### config.mk
export PLATFORM = sky130hd
export DESIGN_NAME = sea_host_flat
export DESIGN_NICKNAME = d
export VERILOG_FILES = /design/src/hw/sea_pkg.sv /design/src/hw/sea_link_if.sv /design/src/hw/sea_shifter.sv /design/src/hw/sea_host.sv /design/src/flat_wrapper.sv
export VERILOG_INCLUDE_DIRS = /design/src /design/src/hw
export SDC_FILE = /design/constraint.sdc
export NUM_CORES = 1
export LEC_CHECK = 0
export ABC_CLOCK_PERIOD_IN_PS = 6990
export BUFFER_PORTS_ARGS = -buffer_cell sky130_fd_sc_hd__clkbuf_2
export CAP_MARGIN = 10
export CORE_MARGIN = 1.5
export CORE_UTILIZATION = 60
export DETAILED_ROUTE_END_ITERATION = 7
export PLACE_DENSITY = 0.74
export SYNTH_ARGS = -nofsm -noshare
export SYNTH_HDL_FRONTEND = slang
export SYNTH_SLANG_ARGS = --single-unit
### constraint.sdc
create_clock -name aclk -period 6.99 [get_ports aclk]
set_input_delay 0 -clock aclk [delete_from_list [all_inputs] [get_ports aclk]]
set_output_delay 0 -clock aclk [all_outputs]
set_load 0.02 [all_outputs]
### src/hw/sea_defines.svh
// Purpose: shared constants for the serial eeprom direct-access link
// Assumes: both ends include this header by its bare name
// Notes: counts are in aclk cycles at 50 MHz
//
// How it works
// - host serial clock at most 4 MHz
// - enable pin high routes spi to eeprom
// - one write procedure for every zone
// - write latch opcode precedes each write
// - status write 00 clears protection bits
// - status: bit7 pin enable, 3:2 protect, 1:0 flags
// - busy flag high during internal write
// - protect bits 11 locked, 00 unlocked
// - host confirms unlock by status read
// - page write: opcode, 16-bit address, data
// - host selects chip, shifts 24-bit header
// - sixteen edges per byte, deselect after last
// - at most 64 bytes per write command
// - bursts stay inside 128-byte aligned region
// - host polls busy flag until it clears
// - latch, page write, poll for each page
// - relock: latch then status write 0C
// - host confirms lock by status read
// - host drops enable pin when finished
// - host pulses device reset afterwards
`ifndef SEA_DEFINES_SVH
`define SEA_DEFINES_SVH
`define SEA_OP_WRITE_LATCH_SET_CMD 8'h06
`define SEA_OP_WRSR 8'h01
`define SEA_OP_WRITE 8'h02
`define SEA_OP_READ 8'h03
`define SEA_OP_RDSR 8'h05
`define SEA_ST_UNLOCK 8'h00
`define SEA_ST_LOCK 8'h0C
`define SEA_BIT_PIN_EN 7
`define SEA_BIT_PROT_HI 3
`define SEA_BIT_PROT_LO 2
`define SEA_BIT_LATCH 1
`define SEA_BIT_BUSY 0
`define SEA_STATUS_RST 8'h00
`define SEA_PAGE_MAX 64
`define SEA_REGION 128
`define SEA_MEM_WORDS 65536
`define SEA_SCK_MAX_KHZ 4000
`define SEA_CLK_KHZ 50000
// half period rounded up so the clock never exceeds the limit
`define SEA_SCK_HALF ((`SEA_CLK_KHZ + 2 * `SEA_SCK_MAX_KHZ - 1) / (2 * `SEA_SCK_MAX_KHZ))
`define SEA_WRITE_BUSY_CYC 2000
`define SEA_RESET_PULSE_CYC 16
// host register byte addresses
`define SEA_A_CTRL 8'h00
`define SEA_A_ADDR 8'h04
`define SEA_A_DATA 8'h08
`define SEA_A_STAT 8'h0C
`endif

### src/hw/sea_pkg.sv
// Purpose: types used by the host end only
// Assumes: nothing
// Notes: none
`default_nettype none
package sea_pkg;
    typedef enum logic [2:0] {
        SEA_JOB_IDLE, SEA_JOB_UNLOCK, SEA_JOB_PAGE, SEA_JOB_LOCK, SEA_JOB_STATUS, SEA_JOB_FINISH
    } sea_job_t;
endpackage
`default_nettype wire

### src/hw/sea_link_if.sv
// Purpose: spi direct-access link between host and device
// Assumes: serial output of device is push-pull
// Notes: none
`default_nettype none
interface sea_link_if;
    logic direct_access_enable;
    logic chip_select_n;
    logic sck;
    logic serial_in_pin;
    logic serial_out_pin;
    logic device_reset_n;
    modport host (output direct_access_enable, output chip_select_n, output sck, output serial_in_pin,
                  output device_reset_n, input serial_out_pin);
    modport device (input direct_access_enable, input chip_select_n, input sck, input serial_in_pin,
                    input device_reset_n, output serial_out_pin);
endinterface
`default_nettype wire

### src/hw/sea_shifter.sv
// Purpose: one spi byte shifter for the host end
// Assumes: start only while idle
// Notes: mode 0, msb first
`include "sea_defines.svh"
`default_nettype none
module sea_shifter (
    // clock
    input wire logic aclk,
    input wire logic aresetn,
    // request
    input wire logic start,
    input wire logic [7:0] tx_byte,
    output logic done,
    output logic [7:0] rx_byte,
    // pins
    output logic sck,
    output logic mosi,
    input wire logic miso_sync
);
    logic [5:0] div_reg;
    logic [3:0] edge_reg;
    logic busy_reg;
    logic [7:0] sh_reg;
    wire tick = busy_reg && (div_reg == 6'(`SEA_SCK_HALF - 1));
    always_ff @(posedge aclk) begin
        if (!aresetn) begin
            div_reg <= 6'h0;
            edge_reg <= 4'h0;
            busy_reg <= 1'b0;
            sh_reg <= 8'h00;
            done <= 1'b0;
            rx_byte <= 8'h00;
            sck <= 1'b0;
            mosi <= 1'b0;
        end else begin
            done <= 1'b0;
            div_reg <= tick || !busy_reg ? 6'h0 : div_reg + 6'h1;
            if (start && !busy_reg) begin
                busy_reg <= 1'b1;
                sh_reg <= tx_byte;
                mosi <= tx_byte[7];
                edge_reg <= 4'h0;
            end else if (tick) begin
                sck <= ~sck;
                edge_reg <= edge_reg + 4'h1;
                if (!sck) begin
                    rx_byte <= {rx_byte[6:0], miso_sync};
                end else begin
                    sh_reg <= {sh_reg[6:0], 1'b0};
                    mosi <= sh_reg[6];
                end
                if (edge_reg == 4'hF) begin
                    busy_reg <= 1'b0;
                    done <= 1'b1;
                end
            end
        end
    end
endmodule
`default_nettype wire

### src/hw/sea_host.sv
// Purpose: host end; axi4-lite commands drive the eeprom programming link
// Assumes: software sequences jobs and checks status itself
// Notes: ctrl job codes: 1 unlock, 2 page, 3 lock, 4 status read, 5 finish
//
// The AXI4-Lite interface to the registers and the placing of the registers were chosen for this implementation.
`include "sea_defines.svh"
`default_nettype none
module sea_host (
    // clock and reset
    input wire logic aclk,
    input wire logic aresetn,
    // axi4-lite write
    input wire logic [7:0] s_awaddr,
    input wire logic s_awvalid,
    output logic s_awready,
    input wire logic [31:0] s_wdata,
    input wire logic [3:0] s_wstrb,
    input wire logic s_wvalid,
    output logic s_wready,
    output logic [1:0] s_bresp,
    output logic s_bvalid,
    input wire logic s_bready,
    // axi4-lite read
    input wire logic [7:0] s_araddr,
    input wire logic s_arvalid,
    output logic s_arready,
    output logic [31:0] s_rdata,
    output logic [1:0] s_rresp,
    output logic s_rvalid,
    input wire logic s_rready,
    // link
    sea_link_if.host link
);
    // ***********************
    // registers and bus slave
    // ***********************
    logic [15:0] addr_reg;
    logic [7:0] page_mem [0:63];
    logic [6:0] len_reg;
    logic [7:0] status_seen_reg;
    logic aw_got_reg, w_got_reg;
    logic [7:0] aw_reg;
    logic [31:0] w_reg;
    logic start_pulse;
    sea_pkg::sea_job_t job_reg, job_req;
    wire busy = job_reg != sea_pkg::SEA_JOB_IDLE;
    wire do_write = aw_got_reg && w_got_reg && !s_bvalid;
    wire hit_ctrl = aw_reg == `SEA_A_CTRL;
    wire hit_addr = aw_reg == `SEA_A_ADDR;
    wire hit_data = aw_reg == `SEA_A_DATA;
    wire known_w = hit_ctrl || hit_addr || hit_data;
    wire known_r = s_araddr == `SEA_A_CTRL || s_araddr == `SEA_A_ADDR || s_araddr == `SEA_A_STAT;
    wire [31:0] rd_mux = s_araddr == `SEA_A_ADDR ? {16'h0000, addr_reg} :
                         s_araddr == `SEA_A_STAT ? {16'h0000, busy, len_reg, status_seen_reg} :
                         {29'h0000_000, job_reg};
    always_ff @(posedge aclk) begin
        if (!aresetn) begin
            s_awready <= 1'b1;
            s_wready <= 1'b1;
            s_bvalid <= 1'b0;
            s_bresp <= 2'b00;
            s_arready <= 1'b1;
            s_rvalid <= 1'b0;
            s_rresp <= 2'b00;
            s_rdata <= 32'h0000_0000;
            aw_got_reg <= 1'b0;
            w_got_reg <= 1'b0;
            aw_reg <= 8'h00;
            w_reg <= 32'h0000_0000;
            addr_reg <= 16'h0000;
            len_reg <= 7'h00;
            job_req <= sea_pkg::SEA_JOB_IDLE;
            start_pulse <= 1'b0;
        end else begin
            start_pulse <= 1'b0;
            if (s_awvalid && s_awready) begin
                aw_reg <= s_awaddr;
                aw_got_reg <= 1'b1;
                s_awready <= 1'b0;
            end
            if (s_wvalid && s_wready) begin
                w_reg <= s_wdata;
                w_got_reg <= 1'b1;
                s_wready <= 1'b0;
            end
            if (do_write) begin
                s_bvalid <= 1'b1;
                s_bresp <= known_w ? 2'b00 : 2'b10;
                if (hit_addr && s_wstrb[0]) begin
                    addr_reg <= w_reg[15:0];
                    len_reg <= 7'h00;
                end
                // data writes while a job runs are dropped; the page buffer is shared
                if (hit_data && s_wstrb[0] && !busy && len_reg < 7'(`SEA_PAGE_MAX)) begin
                    page_mem[len_reg[5:0]] <= w_reg[7:0];
                    len_reg <= len_reg + 7'h1;
                end
                if (hit_ctrl && s_wstrb[0] && !busy && w_reg[2:0] >= 3'h1 && w_reg[2:0] <= 3'h5) begin
                    job_req <= sea_pkg::sea_job_t'(w_reg[2:0]);
                    start_pulse <= 1'b1;
                end
            end
            if (s_bvalid && s_bready) begin
                s_bvalid <= 1'b0;
                aw_got_reg <= 1'b0;
                w_got_reg <= 1'b0;
                s_awready <= 1'b1;
                s_wready <= 1'b1;
            end
            if (s_arvalid && s_arready) begin
                s_arready <= 1'b0;
                s_rvalid <= 1'b1;
                s_rdata <= rd_mux;
                s_rresp <= known_r ? 2'b00 : 2'b10;
            end
            if (s_rvalid && s_rready) begin
                s_rvalid <= 1'b0;
                s_arready <= 1'b1;
            end
        end
    end
    // ***********************
    // link sequencer
    // ***********************
    typedef enum logic [3:0] {
        ST_IDLE, ST_EN, ST_CS, ST_BYTE, ST_WAIT, ST_GAP, ST_RST
    } sea_hst_t;
    sea_hst_t st_reg;
    logic [7:0] seq_mem [0:3];
    logic [1:0] seq_cnt_reg, seq_len_reg;
    logic [6:0] dat_idx_reg;
    logic [1:0] frame_reg;
    logic [4:0] wait_reg;
    logic miso_m, miso_s;
    logic sh_start, sh_done, sh_sck, sh_mosi;
    logic [7:0] sh_tx, sh_rx;
    wire in_data = dat_idx_reg != 7'h00 || (job_reg == sea_pkg::SEA_JOB_PAGE && frame_reg == 2'd1
                   && seq_cnt_reg == 2'd3);
    wire last_byte = job_reg == sea_pkg::SEA_JOB_PAGE && frame_reg == 2'd1
                     ? (dat_idx_reg == len_reg) : (seq_cnt_reg == seq_len_reg);
    wire two_frames = job_reg == sea_pkg::SEA_JOB_UNLOCK || job_reg == sea_pkg::SEA_JOB_LOCK
                      || job_reg == sea_pkg::SEA_JOB_PAGE;
    assign sh_tx = dat_idx_reg != 7'h00 ? page_mem[6'(dat_idx_reg - 7'h1)] : seq_mem[seq_cnt_reg];
    sea_shifter u_shift (
        .aclk(aclk),
        .aresetn(aresetn),
        .start(sh_start),
        .tx_byte(sh_tx),
        .done(sh_done),
        .rx_byte(sh_rx),
        .sck(sh_sck),
        .mosi(sh_mosi),
        .miso_sync(miso_s)
    );
    assign link.sck = sh_sck;
    assign link.serial_in_pin = sh_mosi;
    always_ff @(posedge aclk) begin
        if (!aresetn) begin
            st_reg <= ST_IDLE;
            job_reg <= sea_pkg::SEA_JOB_IDLE;
            link.direct_access_enable <= 1'b0;
            link.chip_select_n <= 1'b1;
            link.device_reset_n <= 1'b1;
            miso_m <= 1'b0;
            miso_s <= 1'b0;
            sh_start <= 1'b0;
            seq_cnt_reg <= 2'd0;
            seq_len_reg <= 2'd0;
            dat_idx_reg <= 7'h00;
            frame_reg <= 2'd0;
            wait_reg <= 5'h00;
            status_seen_reg <= `SEA_STATUS_RST;
        end else begin
            miso_m <= link.serial_out_pin;
            miso_s <= miso_m;
            sh_start <= 1'b0;
            case (st_reg)
                ST_IDLE: begin
                    if (start_pulse) begin
                        job_reg <= job_req;
                        frame_reg <= 2'd0;
                        st_reg <= job_req == sea_pkg::SEA_JOB_FINISH ? ST_RST : ST_EN;
                        if (job_req == sea_pkg::SEA_JOB_FINISH) begin
                            link.direct_access_enable <= 1'b0;
                            link.device_reset_n <= 1'b0;
                            wait_reg <= 5'(`SEA_RESET_PULSE_CYC);
                        end
                    end
                end
                ST_EN: begin
                    link.direct_access_enable <= 1'b1;
                    seq_cnt_reg <= 2'd0;
                    dat_idx_reg <= 7'h00;
                    // every write job first sets the latch in its own frame
                    if (frame_reg == 2'd0 && two_frames) begin
                        seq_mem[0] <= `SEA_OP_WRITE_LATCH_SET_CMD;
                        seq_len_reg <= 2'd0;
                    end else if (job_reg == sea_pkg::SEA_JOB_PAGE) begin
                        seq_mem[0] <= `SEA_OP_WRITE;
                        seq_mem[1] <= addr_reg[15:8];
                        seq_mem[2] <= addr_reg[7:0];
                        seq_mem[3] <= 8'h00;
                        seq_len_reg <= 2'd3;
                    end else if (job_reg == sea_pkg::SEA_JOB_STATUS) begin
                        seq_mem[0] <= `SEA_OP_RDSR;
                        seq_mem[1] <= 8'h00;
                        seq_len_reg <= 2'd1;
                    end else begin
                        seq_mem[0] <= `SEA_OP_WRSR;
                        seq_mem[1] <= job_reg == sea_pkg::SEA_JOB_LOCK ? `SEA_ST_LOCK : `SEA_ST_UNLOCK;
                        seq_len_reg <= 2'd1;
                    end
                    st_reg <= ST_CS;
                end
                ST_CS: begin
                    link.chip_select_n <= 1'b0;
                    sh_start <= 1'b1;
                    st_reg <= ST_WAIT;
                end
                ST_WAIT: begin
                    if (sh_done) begin
                        if (job_reg == sea_pkg::SEA_JOB_STATUS && seq_cnt_reg == 2'd1) begin
                            status_seen_reg <= sh_rx;
                        end
                        // page with no data ends after the opcode byte
                        if (last_byte && !(in_data == 1'b0 && job_reg == sea_pkg::SEA_JOB_PAGE
                            && frame_reg == 2'd1 && seq_cnt_reg == 2'd2 && len_reg != 7'h00)) begin
                            link.chip_select_n <= 1'b1;
                            st_reg <= ST_GAP;
                        end else begin
                            if (seq_cnt_reg == 2'd2 && job_reg == sea_pkg::SEA_JOB_PAGE) begin
                                seq_cnt_reg <= 2'd3;
                                dat_idx_reg <= 7'h01;
                            end else if (dat_idx_reg != 7'h00) begin
                                dat_idx_reg <= dat_idx_reg + 7'h1;
                            end else begin
                                seq_cnt_reg <= seq_cnt_reg + 2'd1;
                            end
                            st_reg <= ST_BYTE;
                        end
                    end
                end
                ST_BYTE: begin
                    sh_start <= 1'b1;
                    st_reg <= ST_WAIT;
                end
                ST_GAP: begin
                    if (two_frames && frame_reg == 2'd0) begin
                        frame_reg <= 2'd1;
                        st_reg <= ST_EN;
                    end else begin
                        job_reg <= sea_pkg::SEA_JOB_IDLE;
                        st_reg <= ST_IDLE;
                    end
                end
                ST_RST: begin
                    wait_reg <= wait_reg - 5'h01;
                    if (wait_reg == 5'h01) begin
                        link.device_reset_n <= 1'b1;
                        job_reg <= sea_pkg::SEA_JOB_IDLE;
                        st_reg <= ST_IDLE;
                    end
                end
                default: st_reg <= ST_IDLE;
            endcase
        end
    end
endmodule
`default_nettype wire

### src/flat_wrapper.sv
// flat-port wrapper written by rule: the top's interface ports become plain ports
module sea_host_flat 
  (aclk, aresetn, s_awaddr, s_awvalid, s_awready, s_wdata, s_wstrb, s_wvalid, s_wready, s_bresp, s_bvalid, s_bready, s_araddr, s_arvalid, s_arready, s_rdata, s_rresp, s_rvalid, s_rready, link_direct_access_enable, link_chip_select_n, link_sck, link_serial_in_pin, link_device_reset_n, link_serial_out_pin);
  sea_link_if link_i ();
  input wire logic aclk;
  input wire logic aresetn;
  input wire logic [7:0] s_awaddr;
  input wire logic s_awvalid;
  output logic s_awready;
  input wire logic [31:0] s_wdata;
  input wire logic [3:0] s_wstrb;
  input wire logic s_wvalid;
  output logic s_wready;
  output logic [1:0] s_bresp;
  output logic s_bvalid;
  input wire logic s_bready;
  input wire logic [7:0] s_araddr;
  input wire logic s_arvalid;
  output logic s_arready;
  output logic [31:0] s_rdata;
  output logic [1:0] s_rresp;
  output logic s_rvalid;
  input wire logic s_rready;
  output wire logic [$bits(link_i.direct_access_enable)-1:0] link_direct_access_enable;
  output wire logic [$bits(link_i.chip_select_n)-1:0] link_chip_select_n;
  output wire logic [$bits(link_i.sck)-1:0] link_sck;
  output wire logic [$bits(link_i.serial_in_pin)-1:0] link_serial_in_pin;
  output wire logic [$bits(link_i.device_reset_n)-1:0] link_device_reset_n;
  input wire logic [$bits(link_i.serial_out_pin)-1:0] link_serial_out_pin;
  assign link_direct_access_enable = link_i.direct_access_enable;
  assign link_chip_select_n = link_i.chip_select_n;
  assign link_sck = link_i.sck;
  assign link_serial_in_pin = link_i.serial_in_pin;
  assign link_device_reset_n = link_i.device_reset_n;
  assign link_i.serial_out_pin = link_serial_out_pin;
  sea_host u_core (.aclk(aclk), .aresetn(aresetn), .s_awaddr(s_awaddr), .s_awvalid(s_awvalid), .s_awready(s_awready), .s_wdata(s_wdata), .s_wstrb(s_wstrb), .s_wvalid(s_wvalid), .s_wready(s_wready), .s_bresp(s_bresp), .s_bvalid(s_bvalid), .s_bready(s_bready), .s_araddr(s_araddr), .s_arvalid(s_arvalid), .s_arready(s_arready), .s_rdata(s_rdata), .s_rresp(s_rresp), .s_rvalid(s_rvalid), .s_rready(s_rready), .link(link_i));
endmodule
==> impl_metrics.env, run 1 <==
export IMPL_status="complete, no violations"
export IMPL_cp_end_kind="register"
export IMPL_area_delta_synth_final_pct=12.54
export IMPL_synth_top_area_share=0.5682
export IMPL_async_flop_share=0
export IMPL_initial_core_util=0.6090
export IMPL_port_buffers=68
export IMPL_tightest_slew_ps=1129
export IMPL_first_iter_violations=1436
export IMPL_r2r_start="u_core.dat_idx_reg[0]"
export IMPL_clockRootBuffer="clkbuf_16"
export IMPL_crit_buf_inv=2
export IMPL_hold_viol_final=0
export IMPL_chipWidth_um=217.6
export IMPL_clkTransAtPathRegs_ps=70
export IMPL_setup_viol=0
export IMPL_place_congestion=0.8713
export IMPL_worstHoldStart="s_arvalid"
export IMPL_cts_hold_buffers=57
export IMPL_stdcell_count=2572
export IMPL_reg2reg_slack_ps=2610
export IMPL_placedCellCount=2393
export IMPL_yosys_warnings=0
export IMPL_grt_max_degree=92
export IMPL_rows=78
export IMPL_htree_levels=3
export IMPL_critPathLaunchType="register"
export IMPL_cts_tree="done"
export IMPL_post_drt_wl_per_cell_um=24.36
export IMPL_grt_pass1_vias=15950
export IMPL_cp_startpoint="u_core.dat_idx_reg[0]"
export IMPL_firstDrtPassIters=5
export IMPL_clockBufferDepth=3
export IMPL_die_h_um=217.6
export IMPL_largest_register_ffs=512
export IMPL_critPathKind="register to register"
export IMPL_overflow=0
export IMPL_avgSynthCellArea_um2=15.30
export IMPL_hold_path_class="input pin to register"
export IMPL_skew_ps=21.88
export IMPL_dpl_worst_slack_ps=2575
export IMPL_drive_above_1_share=0.1821
export IMPL_slowest_stage="dfxtp_4"
export IMPL_rr_worst_depth=8
export IMPL_synth_flop_cell="edfxtp_1"
export IMPL_peakVddDrop_mv=0.2473
export IMPL_num_vias=15960
export IMPL_arrival_ps=4910
export IMPL_synth_distinct_cells=81
export IMPL_io_pins=106
export IMPL_synthCells=1806
export IMPL_period_share=0.6268
export IMPL_antenna_found_initial=1
export IMPL_viasPerCell=6.203
export IMPL_routed_wl_um=62640
export IMPL_fmax_ghz=0.2282
export IMPL_cp_top_family="flip-flops"
export IMPL_post_cts_setup_buffer_count=0
export IMPL_power_density_mw_per_mm2=256.8
export IMPL_synth_edff_count=523
export IMPL_yosys_top_cells_count="edfxtp_1, nand2_1, dfxtp_1"
export IMPL_slew_headroom=0.2406
export IMPL_setup_tns_ps=0
export IMPL_cts_sinks=675
export IMPL_rsz0062_at_grt="false"
export IMPL_ys_seq_elements=675
export IMPL_clk_insertion_delay_late_ps=600
export IMPL_yosys_area_top_type="edfxtp_1"
export IMPL_max_cap_violations=0
export IMPL_worstPathRequired_ps=7520
export IMPL_slowest_delay_ps=900
export IMPL_ys_seq_area_frac=0.6783
export IMPL_r2r_end="u_core.u_shift.sh_reg[1]"
export IMPL_synth_area_leaders="edfxtp_1, dfxtp_1, mux4_2, nand2_1, mux2i_1"
export IMPL_period_needed_ps=4382
export IMPL_synth_most_common_cell="edfxtp_1"
export IMPL_nets=1992
export IMPL_hold_end="u_core.s_rdata[15]"
export IMPL_syn_area_mm2=0.02764
export IMPL_ant_nets=0
export IMPL_setup_ws_ps=2608
export IMPL_grt_pass1_wl_um=95170
export IMPL_die_area_mm2=0.04736
export IMPL_drv_slew=0
export IMPL_dp_hpwl_um=37260
export IMPL_p_leak_uw=0.01081
export IMPL_whs_path_depth=5
export IMPL_postCtsResizedCells=0
export IMPL_drc=0
export IMPL_track_usage=0.2712
export IMPL_crit_fanout=91
export IMPL_crit_chain="inv_2 -> ha_4 -> buf_12 -> mux2i_1 -> mux4_2 -> a2111oi_0 -> a211oi_1 -> a31oi_1"
export IMPL_cts_buffers_inserted=67
export IMPL_coreArea_mm2=0.04538
## worst max path at each step
stage / cells past startpoint / to / slack [ps]
floorplan: 13 / u_core.u_shift.sh_reg[2] / 3470
global placement: 9 / u_core.u_shift.sh_reg[3] / 2600
detailed placement: 9 / u_core.u_shift.sh_reg[3] / 2570
CTS: 9 / u_core.u_shift.sh_reg[3] / 2570
global route: 8 / u_core.u_shift.sh_reg[1] / 2360
finish: 8 / u_core.u_shift.sh_reg[1] / 2610
## power breakdown
| part | switching [µW] | internal (µW) | leakage, µW |
|---|---|---|---|
| Combinational | 113 | 56.4 | 0.00332 |
| Clock | 1500 | 1970 | 0.00103 |
| Sequential | 19.6 | 4330 | 0.00647 |
## area by class of cell
| cell class | count | area [µm²] |
|---|---|---|
| clock buffer | 86 | 1824 |
| clock inverter | 35 | 294.0 |
| tap | 600 | 750.7 |
| sequential | 675 | 18760 |
| antenna | 1 | 2.502 |
| inverter | 21 | 78.83 |
| fill | 2977 | 14280 |
| multi-input combinational | 1012 | 8339 |
| timing repair buffer | 142 | 1054 |
## metrics by stage
| step | power (µW) | util | hold slack (ps) | area [µm²] |
|---|---|---|---|---|
| final | 7989 | 0.6854 | 47.24 | 31100 |
| after global routing | 8195 | 0.6854 | 62.29 | 31100 |
| after CTS | 8028 | 0.6854 | 24.14 | 31100 |
| after detailed placement | 4575 | 0.6261 | 216.0 | 28410 |
| after global placement | 4567 | 0.6261 | 211.6 | 28410 |
| after floorplan | 4520 | - | 100.4 | 27700 |
## kinds of logic (layout without fill, tap and decap cells)
family          count (synthesis)  after routing  synth area share
simple gates                  523            523           0.09081
mux                           210            210            0.1371
other cells                     1             19         0.0001357
xor+xnor                       31             31           0.01077
fa+ha+maj                      13             13          0.005885
buf+inv                       136            284           0.02336
flops                         675            675            0.6783
compound gates                217            217           0.05356
## cell usage in the layout, fill, tap and decap left out, drive strengths merged, types with 10 or more instances in the layout
cell type and instances:
a21boi 45, a21oi 46, a31oi 12, and2 24
buf 18, clkbuf 153, clkinv 25, conb 18
dfxtp 152, dlygate4sd3 57, edfxtp 523, ha 13
inv 24, mux2 17, mux2i 61, mux4 132
nand2 190, nand3 31, nor2 132, nor2b 49
nor3 25, o21ai 37, or3 10, xor2 24
## tightest hold or removal path: stages
cell	delay, ps
clkbuf_2	80
nand2_1	50
buf_4	230
a21oi_1	180
nor2b_1	50
## metal layers
metal,GRT usage,vias up,part of all wire
met2,0.4256,697,0.48
met3,0.05886,106,0.087
met5,0,-,0
met1,0.3829,8058,0.41
li1,-,7094,-
met4,0.08634,0,0.024
Power figures use the tool's default switching activity.
==> run 2: changes to the inputs <==
- ABC_CLOCK_PERIOD_IN_PS: 6990 -> 3600
- CORE_UTILIZATION: 60 -> 56
- PLACE_DENSITY: 0.74 -> 0.72
- clock period: 6.99 -> 3.6 ns (I/O delays scaled with it)
==> impl_metrics.env, run 2 (synthesized netlist as in run 1, its figures left out) <==
export IMPL_met2_usage=0.4104
export IMPL_whs_path_depth=5
export IMPL_die_area_mm2=0.05069
export IMPL_hold_path_class="input pin to register"
export IMPL_r2r_end="u_core.u_shift.sh_reg[0]"
export IMPL_tightest_slew_ps=1248
export IMPL_die_h_um=225.2
export IMPL_clockRootBuffer="clkbuf_16"
export IMPL_post_drt_wl_per_cell_um=23.31
export IMPL_viasPerCell=5.962
export IMPL_drc=0
export IMPL_post_cts_setup_buffer_count=0
export IMPL_setup_tns_ps=0
export IMPL_cts_buffers_inserted=68
export IMPL_hold_end="u_core.s_rdata[15]"
export IMPL_mostFrequentLayoutCell="edfxtp_1"
export IMPL_max_cap_violations=0
export IMPL_hold_viol_final=0
export IMPL_clk_insertion_delay_late_ps=610
export IMPL_fin_hold_ws_ps=218.6
export IMPL_place_congestion=0.8552
export IMPL_p_leak_uw=0.01148
export IMPL_grt_max_degree=68
export IMPL_final_cell_mix="edfxtp_1, nand2_1, dfxtp_1, nor2_1, mux4_2"
export IMPL_top_usage_layer="met2"
export IMPL_htree_levels=3
export IMPL_overflow=0
export IMPL_fillers=3374
export IMPL_slew_headroom=0.1681
export IMPL_dp_hpwl_um=39650
export IMPL_drive_above_1_share=0.2170
export IMPL_coreArea_mm2=0.04885
export IMPL_worstPathRequired_ps=4080
export IMPL_num_vias=16350
export IMPL_drv_slew=0
export IMPL_setup_viol=0
export IMPL_largest_register_ffs=512
export IMPL_nets=2099
export IMPL_rows=81
export IMPL_cts_sinks=675
export IMPL_arrival_ps=3740
export IMPL_worstHoldStart="s_araddr[3]"
export IMPL_period_share=0.9038
export IMPL_area_delta_synth_final_pct=16.51
export IMPL_rr_worst_depth=9
export IMPL_rsz0062_at_grt="false"
export IMPL_status="complete, no violations"
export IMPL_period_needed_ps=3254
export IMPL_chipWidth_um=225.2
export IMPL_total_power_uw=15870
export IMPL_antenna_found_initial=0
export IMPL_port_buffers=68
export IMPL_critPathKind="register to register"
export IMPL_postCtsResizedCells=0
export IMPL_fmax_ghz=0.3074
export IMPL_grt_pass1_vias=16170
export IMPL_power_density_mw_per_mm2=492.8
export IMPL_cts_tree="done"
export IMPL_firstDrtPassIters=6
export IMPL_critPathLaunchType="register"
export IMPL_r2r_start="u_core.dat_idx_reg[0]"
export IMPL_first_iter_violations=1690
export IMPL_io_pins=106
export IMPL_peakVddDrop_mv=0.3685
export IMPL_skew_ps=18.86
export IMPL_clockBufferDepth=3
export IMPL_crit_fanout=22
export IMPL_cts_hold_buffers=71
export IMPL_grt_use_met1=0.3719
export IMPL_cp_end_kind="register"
export IMPL_ant_nets=0
export IMPL_grtUsageMet3=0.04302
export IMPL_track_usage=0.2592
export IMPL_reg2reg_slack_ps=350
export IMPL_diodes=0
export IMPL_grt_pass1_wl_um=97370
export IMPL_routed_wl_um=63930
export IMPL_clkTransAtPathRegs_ps=60
export IMPL_initial_core_util=0.5658
## run 2: worst max path at each step
stage                               start                        to  slack [ps]  cells after the start
finish              u_core.dat_idx_reg[0]  u_core.u_shift.sh_reg[0]         350                      9
global placement    u_core.dat_idx_reg[0]  u_core.u_shift.sh_reg[0]         420                      9
CTS                      u_core.aw_reg[1]    u_core.page_mem[24][6]         380                      6
floorplan           u_core.dat_idx_reg[0]  u_core.u_shift.sh_reg[2]          80                     13
detailed placement       u_core.aw_reg[1]    u_core.page_mem[24][7]         400                      6
global route             u_core.aw_reg[2]    u_core.page_mem[24][6]         270                      6
## run 2: worst max-delay path, cell delays in order, from the launching register on
cell and delay [ps]:
dfxtp_4 390, inv_2 160, ha_4 570, buf_12 240, buf_4 230, mux4_2 320, and2_1 180, a2111oi_0 700
nand3b_1 190, a31oi_1 100
## run 2: layout make-up
| class | count | area [µm²] | share of cell area |
|---|---|---|---|
| clock inverters | 30 | 342.8 | 0.01065 |
| repair buffers | 248 | 1972 | 0.06124 |
| flip-flops and latches | 675 | 18760 | 0.5826 |
| inverters | 21 | 78.83 | 0.002448 |
| clock buffers | 92 | 1876 | 0.05825 |
| well taps | 664 | 830.8 | 0.02580 |
| multi-input cells | 1012 | 8339 | 0.2590 |
## run 2: per-stage QoR
stage,instances,setup WS [ps],instance area [µm²],util
floorplan,1823,75.49,27700,-
global placement,2549,415.4,29270,0.5992
detailed placement,2549,403.2,29270,0.5992
CTS,2742,379.9,32200,0.6592
global route,2742,268.6,32200,0.6592
finish,2742,346.5,32200,0.6592
## run 2: where the power goes
group / internal [µW] / switching [µW] / total [µW]
clock: 4170 / 2910 / 7080
combinational: 121 / 186 / 307
sequential: 8410 / 70.2 / 8480
total: 12700 / 3160 / 15900
## run 2: routing by layer
metal / routed length [µm] / share of wire
met5: 0 / 0
met4: 1386 / 0.022
met3: 4852 / 0.076
met2: 30600 / 0.48
met1: 27090 / 0.42
